==> src/hw/alfd_defines.svh <==
// Register offsets, field positions, reset values for the FIFO data port
//
// Overview of operation
// - Mic pointer register read-only, resets zero
// - Mic read pointer in bits 19:16
// - Mic write pointer in bits 3:0
// - Stereo write pushes upper half left
// - Stereo write pushes lower half right
// - Stereo read returns left input upper
// - Stereo read returns right input lower
// - Stereo data register read/write, resets zero
// - Mic data returns mono sample low half
// - Software data ports serviced only in programmed I/O mode; link side in any mode but off
`ifndef ALFD_DEFINES_SVH
`define ALFD_DEFINES_SVH

`define ALFD_ADDR_CTRL 32'h5b000000
`define ALFD_ADDR_PCMPTR 32'h5b000010
`define ALFD_ADDR_MICPTR 32'h5b000014
`define ALFD_ADDR_PCMDATA 32'h5b000018
`define ALFD_ADDR_MICDATA 32'h5b00001c
`define ALFD_ADDR_STAT 32'h5b000020

`define ALFD_RESET_WORD 32'h00000000
`define ALFD_MODE_OUT_HI 13
`define ALFD_MODE_OUT_LO 12
`define ALFD_MODE_IN_HI 11
`define ALFD_MODE_IN_LO 10
`define ALFD_MODE_MIC_HI 9
`define ALFD_MODE_MIC_LO 8
`define ALFD_CTRL_MASK 32'h00003f00
`define ALFD_FIFO_DEPTH 16

`endif

==> src/hw/alfd_pkg.sv <==
// Types shared by the FIFO data port
package alfd_pkg;
  typedef enum logic [1:0] {
    ALFD_MODE_OFF = 2'b00,
    ALFD_MODE_PIO = 2'b01,
    ALFD_MODE_DMA = 2'b10,
    ALFD_MODE_RSV = 2'b11
  } alfd_mode_e;
  typedef logic [3:0] alfd_ptr_t;
  typedef logic [15:0] alfd_smp_t;
endpackage

==> src/hw/alfd_fifo_port.sv <==
// Software FIFO access port: pointers, stereo and mono sample FIFOs
//
// The implementer's own choice: the APB register port.
`timescale 1ns/1ps
`include "alfd_defines.svh"

module alfd_fifo_port (
  input wire logic sys_clk,
  input wire logic nrst,
  input wire logic psel,
  input wire logic penable,
  input wire logic pwrite,
  input wire logic [31:0] paddr,
  input wire logic [31:0] pwdata,
  output logic [31:0] prdata,
  output logic pready,
  output logic pslverr,
  // Link side: PCM out drain
  input wire logic out_pop,
  output logic [15:0] out_left,
  output logic [15:0] out_right,
  output logic out_empty,
  // Link side: PCM in fill
  input wire logic in_push,
  input wire logic [15:0] in_left,
  input wire logic [15:0] in_right,
  output logic in_full,
  // Link side: mic fill
  input wire logic mic_push,
  input wire logic [15:0] mic_sample,
  output logic mic_full
);

  localparam int DEPTH = `ALFD_FIFO_DEPTH;

  // Storage arrays
  alfd_pkg::alfd_smp_t out_l_mem [DEPTH];
  alfd_pkg::alfd_smp_t out_r_mem [DEPTH];
  alfd_pkg::alfd_smp_t in_l_mem [DEPTH];
  alfd_pkg::alfd_smp_t in_r_mem [DEPTH];
  alfd_pkg::alfd_smp_t mic_mem [DEPTH];

  // Pointers and fill counts (index 0 out, 1 in, 2 mic)
  alfd_pkg::alfd_ptr_t wptr_r [3];
  alfd_pkg::alfd_ptr_t rptr_r [3];
  logic [4:0] cnt_r [3];
  logic [2:0] push;
  logic [2:0] pop;
  logic [2:0] full;
  logic [2:0] empty;

  logic [31:0] ctrl_r;
  logic [2:0] err_r;
  alfd_pkg::alfd_mode_e mode_out;
  alfd_pkg::alfd_mode_e mode_in;
  alfd_pkg::alfd_mode_e mode_mic;
  logic setup;
  logic wr_acc;
  logic rd_acc;
  logic hit;
  logic [31:0] rd_nxt;

  assign mode_out = alfd_pkg::alfd_mode_e'(
    ctrl_r[`ALFD_MODE_OUT_HI:`ALFD_MODE_OUT_LO]);
  assign mode_in = alfd_pkg::alfd_mode_e'(
    ctrl_r[`ALFD_MODE_IN_HI:`ALFD_MODE_IN_LO]);
  assign mode_mic = alfd_pkg::alfd_mode_e'(
    ctrl_r[`ALFD_MODE_MIC_HI:`ALFD_MODE_MIC_LO]);

  // Access decode, taken in the setup cycle; answer one cycle later
  assign setup = psel && !penable;
  assign wr_acc = setup && pwrite;
  assign rd_acc = setup && !pwrite;

  // Software side moves data only in programmed I/O mode
  assign push[0] = wr_acc && paddr == `ALFD_ADDR_PCMDATA &&
    mode_out == alfd_pkg::ALFD_MODE_PIO && !full[0];
  assign pop[1] = rd_acc && paddr == `ALFD_ADDR_PCMDATA &&
    mode_in == alfd_pkg::ALFD_MODE_PIO && !empty[1];
  assign pop[2] = rd_acc && paddr == `ALFD_ADDR_MICDATA &&
    mode_mic == alfd_pkg::ALFD_MODE_PIO && !empty[2];
  // Link side moves data in any mode but off
  assign pop[0] = out_pop && !empty[0] &&
    mode_out != alfd_pkg::ALFD_MODE_OFF;
  assign push[1] = in_push && !full[1] &&
    mode_in != alfd_pkg::ALFD_MODE_OFF;
  assign push[2] = mic_push && !full[2] &&
    mode_mic != alfd_pkg::ALFD_MODE_OFF;

  // Pointer and count bookkeeping per FIFO
  genvar g;
  generate
    for (g = 0; g < 3; g++)
    begin : g_ptr
      assign full[g] = cnt_r[g] == 5'h10;
      assign empty[g] = cnt_r[g] == 5'h00;
      always_ff @(posedge sys_clk)
      begin
        if (!nrst)
        begin
          wptr_r[g] <= 4'h0;
          rptr_r[g] <= 4'h0;
          cnt_r[g] <= 5'h00;
        end
        else
        begin
          if (push[g])
            wptr_r[g] <= wptr_r[g] + 4'h1;
          if (pop[g])
            rptr_r[g] <= rptr_r[g] + 4'h1;
          if (push[g] && !pop[g])
            cnt_r[g] <= cnt_r[g] + 5'h01;
          else if (pop[g] && !push[g])
            cnt_r[g] <= cnt_r[g] - 5'h01;
        end
      end
    end
  endgenerate

  // Sample storage writes
  always_ff @(posedge sys_clk)
  begin
    if (push[0])
    begin
      out_l_mem[wptr_r[0]] <= pwdata[31:16];
      out_r_mem[wptr_r[0]] <= pwdata[15:0];
    end
    if (push[1])
    begin
      in_l_mem[wptr_r[1]] <= in_left;
      in_r_mem[wptr_r[1]] <= in_right;
    end
    if (push[2])
      mic_mem[wptr_r[2]] <= mic_sample;
  end

  // Control register holding the transfer modes
  always_ff @(posedge sys_clk)
  begin
    if (!nrst)
      ctrl_r <= `ALFD_RESET_WORD;
    else if (wr_acc && paddr == `ALFD_ADDR_CTRL)
      ctrl_r <= pwdata & `ALFD_CTRL_MASK;
  end

  // Sticky access errors: 0 out full or not PIO, 1 in empty or not PIO, 2 mic empty or not PIO
  always_ff @(posedge sys_clk)
  begin
    if (!nrst)
      err_r <= 3'h0;
    else
    begin
      if (wr_acc && paddr == `ALFD_ADDR_PCMDATA && !push[0])
        err_r[0] <= 1'b1;
      else if (wr_acc && paddr == `ALFD_ADDR_STAT && pwdata[0])
        err_r[0] <= 1'b0;
      if (rd_acc && paddr == `ALFD_ADDR_PCMDATA && !pop[1])
        err_r[1] <= 1'b1;
      else if (wr_acc && paddr == `ALFD_ADDR_STAT && pwdata[1])
        err_r[1] <= 1'b0;
      if (rd_acc && paddr == `ALFD_ADDR_MICDATA && !pop[2])
        err_r[2] <= 1'b1;
      else if (wr_acc && paddr == `ALFD_ADDR_STAT && pwdata[2])
        err_r[2] <= 1'b0;
    end
  end

  // Read data mux
  always_comb
  begin
    rd_nxt = `ALFD_RESET_WORD;
    hit = 1'b1;
    case (paddr)
      `ALFD_ADDR_CTRL: rd_nxt = ctrl_r;
      `ALFD_ADDR_PCMPTR:
        rd_nxt = {4'h0, rptr_r[0], 4'h0, rptr_r[1],
                  4'h0, wptr_r[0], 4'h0, wptr_r[1]};
      `ALFD_ADDR_MICPTR:
        rd_nxt = {12'h000, rptr_r[2], 12'h000, wptr_r[2]};
      `ALFD_ADDR_PCMDATA:
        if (pop[1])
          rd_nxt = {in_l_mem[rptr_r[1]], in_r_mem[rptr_r[1]]};
      `ALFD_ADDR_MICDATA:
        if (pop[2])
          rd_nxt = {16'h0000, mic_mem[rptr_r[2]]};
      `ALFD_ADDR_STAT:
        rd_nxt = {21'h0, full, empty, 2'h0, err_r};
      default: hit = 1'b0;
    endcase
  end

  // APB answer: one wait-free access phase after setup
  always_ff @(posedge sys_clk)
  begin
    if (!nrst)
    begin
      prdata <= `ALFD_RESET_WORD;
      pready <= 1'b0;
      pslverr <= 1'b0;
    end
    else
    begin
      pready <= setup;
      pslverr <= setup && (!hit ||
        (pwrite && paddr == `ALFD_ADDR_MICPTR));
      if (rd_acc)
        prdata <= rd_nxt;
      else if (setup)
        prdata <= `ALFD_RESET_WORD;
    end
  end

  // Link-side outputs, registered
  always_ff @(posedge sys_clk)
  begin
    if (!nrst)
    begin
      out_left <= 16'h0000;
      out_right <= 16'h0000;
      out_empty <= 1'b1;
      in_full <= 1'b0;
      mic_full <= 1'b0;
    end
    else
    begin
      if (pop[0])
      begin
        out_left <= out_l_mem[rptr_r[0]];
        out_right <= out_r_mem[rptr_r[0]];
      end
      // Flags follow the count after this edge, not before it
      out_empty <= (cnt_r[0] == 5'h00 && !push[0]) ||
        (cnt_r[0] == 5'h01 && pop[0] && !push[0]);
      in_full <= (cnt_r[1] == 5'h10 && !pop[1]) ||
        (cnt_r[1] == 5'h0f && push[1] && !pop[1]);
      mic_full <= (cnt_r[2] == 5'h10 && !pop[2]) ||
        (cnt_r[2] == 5'h0f && push[2] && !pop[2]);
    end
  end

endmodule

==> config.mk <==
export PLATFORM = sky130hd
export DESIGN_NAME = alfd_fifo_port
export DESIGN_NICKNAME = d
export VERILOG_FILES = /design/src/hw/alfd_pkg.sv /design/src/hw/alfd_fifo_port.sv
export VERILOG_INCLUDE_DIRS = /design/src /design/src/hw
export SDC_FILE = /design/constraint.sdc
export NUM_CORES = 1
export LEC_CHECK = 0
export ABC_CLOCK_PERIOD_IN_PS = 4880
export CAP_MARGIN = 10
export CORE_MARGIN = 2
export CORE_UTILIZATION = 31
export CTS_BUF_LIST = sky130_fd_sc_hd__clkbuf_8
export DETAILED_ROUTE_END_ITERATION = 6
export DONT_BUFFER_PORTS = 1
export GPL_TIMING_DRIVEN = 0
export MAX_ROUTING_LAYER = met4
export PLACE_DENSITY_LB_ADDON = 0.08
export REMOVE_ABC_BUFFERS = 1
export SLEW_MARGIN = 20
export SYNTH_ARGS = -nofsm -noshare
export SYNTH_HDL_FRONTEND = slang
export SYNTH_SLANG_ARGS = --single-unit
export TNS_END_PERCENT = 20
==> constraint.sdc <==
create_clock -name sys_clk -period 4.88 [get_ports sys_clk]
set_input_delay 0.732 -clock sys_clk [delete_from_list [all_inputs] [get_ports sys_clk]]
set_output_delay 0.732 -clock sys_clk [all_outputs]
set_load 0.02 [all_outputs]
==> out/results.txt <==
Sequential area share after synthesis: 75.7%
HP Class: input pin to flop
CP max FO: 10
Die Y-Extent: 423 um
Area growth from synthesis to layout: 21.0%
Fin Clk Skew: 41.7 ps
Library cells used by synthesis: 64
Clk slew on worst S/H paths: 60 ps
Largest net degree at the start of global routing: 41
Sw Pwr: 5.34 mW
RD Place Congestion: 0.730
Clk Latency, worst-skew pair: 970 ps
Seq pwr share: 54.8%
Synth Instances: 2,645
Worst hold path cell count: 4
Routed WL: 151,000 um
Post-CTS Setup Bufs: 0
Critical path class: flop to flop
RSZ-0062 raised after global routing: false
Final net count: 3,158
Synth Flop Type: edfxtp_1
Worst Path Required: 5720 ps
Final setup vio count: 0
H-tree levels: 4
Fin. Hold Viols: 0
Total number of vias: 27,378
Initial Utilization: 31.3%
Number of global-route vias before repair: 29,647
Period utilisation layout: 76.7%
Post-route cell area: 65,800 um2
Clk network pwr share: 41.9%
Drt pass-1 iters: 5
Final WS setup: 1140 ps
DR vias/cell: 4.92
TritonCTS clock tree: yes
Ys Warns: 0
Clk buf depth: 3
DR WL/cell: 27.1 um
Tot Pwr: 24.0 mW
R2R cell count: 11
Area of the core: 174,000 um2
Num Clock Sinks: 1,397
Initial antenna violation count: 23
Worst slack, placed: 726 ps
Max cap viols: 0
Chip Width: 423 um
CP endpoint: prdata[17]
Reg2Reg Capture Point: prdata[17]
I/O Buffers: 0
Slew @ Worst Pin: 1020 ps
Status: finished clean
Slew Limit Headroom: 31.2%
Placed Cells: 5,017
CP Launch Point: rptr_r[1][0]
Logic pwr share: 3.3%
Internal reg-to-reg setup slack: 1140 ps
GRT overflow: 0
EDFF count, synth: 1,319
Post-layout util: 37.8%
Asr flop ratio synth: 0%
First-pass GRT wire length: 214,000 um
Resize count post-CTS: 0
Layout cells sized above 1: 28.5%
TNS Setup: 0 ps
Static leakage: 20.9 nW
Type of origin of the critical path: flop
Root Buffer Master: clkbuf_8
#FFs+latches synth: 1,397
IO Pins: 189
Max Freq: 267 MHz
Post-route ant nets: 0
Fillers: 15,758
DP Area: 60,400 um2
Syn Std Cell Area: 54,400 um2
VDD IR max: 0.256 mV
Dpl hpwl: 98,200 um
CP endpoint kind: flop
R2r startpoint: rptr_r[1][0]
Num rows: 153
Max-slew violation count: 0
Gr usage total: 17.3%
Switching share of power: 22.2%
Power per cell area: 365 nW/um2
DRT iter0 DRCs: 2,033
Crit path arrival time: 4580 ps
Drt drc: 0
Final non-filler cell total: 5,560
Mean Syn Cell Area: 20.6 um2
Num CTS Buffers: 234
Minimum clock period: 3740 ps
Min Hold Slack: 128 ps
Die area: 179,000 um2
Internal power: 18.7 mW
-- timing repair --
item / in CTS / in global routing
hold buffers: 85 / 0
endpoints found under the setup margin: 0 / 0
hold endpoints to repair: 1349 / 0
-- synth_stat cells, types with 3 or more instances --
| cell | number | share of area [%] |
|---|---|---|
| edfxtp_1 | 1319 | 73 |
| mux4_2 | 341 | 14 |
| nor2_1 | 118 | 0.81 |
| a21oi_1 | 92 | 0.85 |
| clkbuf_1 | 92 | 0.63 |
| a211oi_1 | 79 | 1.1 |
| dfxtp_1 | 78 | 2.9 |
| mux2i_1 | 50 | 0.92 |
| a22oi_1 | 49 | 0.68 |
| nor2b_1 | 49 | 0.56 |
| buf_2 | 40 | 0.37 |
| nand2_1 | 40 | 0.28 |
| and2_1 | 27 | 0.31 |
| nor3_1 | 26 | 0.24 |
| ha_1 | 24 | 0.55 |
| o21ai_0 | 23 | 0.21 |
| inv_1 | 17 | 0.12 |
| nand3_1 | 17 | 0.16 |
| buf_1 | 16 | 0.11 |
| nand2b_1 | 12 | 0.14 |
| nor4_1 | 12 | 0.14 |
| and3_1 | 11 | 0.13 |
| xor2_1 | 10 | 0.16 |
| xnor2_1 | 7 | 0.11 |
| a221oi_1 | 6 | 0.097 |
| a222oi_1 | 6 | 0.11 |
| a22o_1 | 6 | 0.097 |
| nor3b_1 | 6 | 0.083 |
| or3_1 | 5 | 0.058 |
| and4_1 | 4 | 0.064 |
| buf_4 | 4 | 0.055 |
| nand4_1 | 4 | 0.046 |
| o22ai_1 | 4 | 0.046 |
| a21boi_0 | 3 | 0.041 |
| and4bb_2 | 3 | 0.069 |
| o211ai_1 | 3 | 0.041 |
| o21a_1 | 3 | 0.041 |
| or2_2 | 3 | 0.035 |
| or4_1 | 3 | 0.041 |
-- critical path: stages, from the launching register on --
cell	delay (ps)
edfxtp_1	700
buf_8	250
buf_8	190
buf_8	190
buf_8	170
buf_8	180
mux4_2	500
a22o_1	250
a221oi_1	700
o22ai_1	200
a22oi_1	200
nor2_1	60
-- registers in the layout, indices dropped and copies added (netlist names), 3 cells and up --
| register | count |
|---|---|
| out_right | 16 |
| in_r_mem | 256 |
| cnt_r | 15 |
| out_l_mem | 256 |
| prdata | 32 |
| rptr_r | 12 |
| out_left | 16 |
| mic_mem | 256 |
| wptr_r | 12 |
| out_r_mem | 256 |
| in_l_mem | 256 |
| ctrl_r | 6 |
| err_r | 3 |
-- cell usage in the layout (no fill, tap or decap), types with 40 or more instances in the layout --
cell	count
buf_16	53
nor2_1	93
a211oi_1	79
mux4_2	341
a22oi_1	49
clkbuf_8	251
buf_8	73
clkinv_1	53
nand2_1	40
edfxtp_1	1319
inv_1	111
dfxtp_1	78
buf_4	43
dlygate4sd3_1	84
a21oi_1	92
mux2i_1	50
nor2b_1	47
-- metal layers --
metal / vias to the layer above / part of all wire [%] / global-route usage, %
met1: 14545 / 41 / 20.4
met3: 285 / 4.7 / 3.42
li1: 11847 / - / -
met4: 0 / 2.6 / 5.27
met5: - / 0 / -
met2: 701 / 52 / 29.7
-- layout make-up --
cell class / instances / area (um2) / area share [%]
multi-input combinational: 1077 / 12900 / 19.5
timing repair buffer: 285 / 4230 / 6.43
antenna: 15 / 37.5 / 0.0570
inverter: 18 / 72.6 / 0.110
tap: 2325 / 2910 / 4.42
clock inverter: 192 / 1110 / 1.68
clock buffer: 251 / 3450 / 5.25
sequential: 1397 / 41200 / 62.5
-- power groups by stage --
stage               combinational [mW]  clock (mW)  sequential [mW]
finish                           0.797        10.1             13.1
global route                     0.866        11.0             13.1
CTS                              0.818        10.5             13.1
detailed placement               0.610           0             13.4
global placement                 0.464           0             13.5
floorplan                        0.339           0             13.5
-- how the worst min path moves through the flow --
stage	startpoint	end	slack [ps]
after CTS	paddr[5]	prdata[12]	20
after global routing	nrst	cnt_r[1][4]	70
after floorplan	ctrl_r[10]	ctrl_r[10]	490
final	paddr[2]	pslverr	130
after detailed placement	ctrl_r[11]	ctrl_r[11]	550
after global placement	ctrl_r[11]	ctrl_r[11]	550
-- logic make-up after synthesis --
kind of cell / count (synthesis) / synth area share (%)
AO/OA/AOI/OAI: 287 / 3.51
XOR/XNOR: 17 / 0.274
adder cells (fa/ha/maj): 25 / 0.589
buffers and inverters: 171 / 1.31
flip-flops: 1397 / 75.7
multiplexers: 393 / 15.1
AND/OR/NAND/NOR: 355 / 3.55
Note: power is estimated with default switching activity, not from simulation.
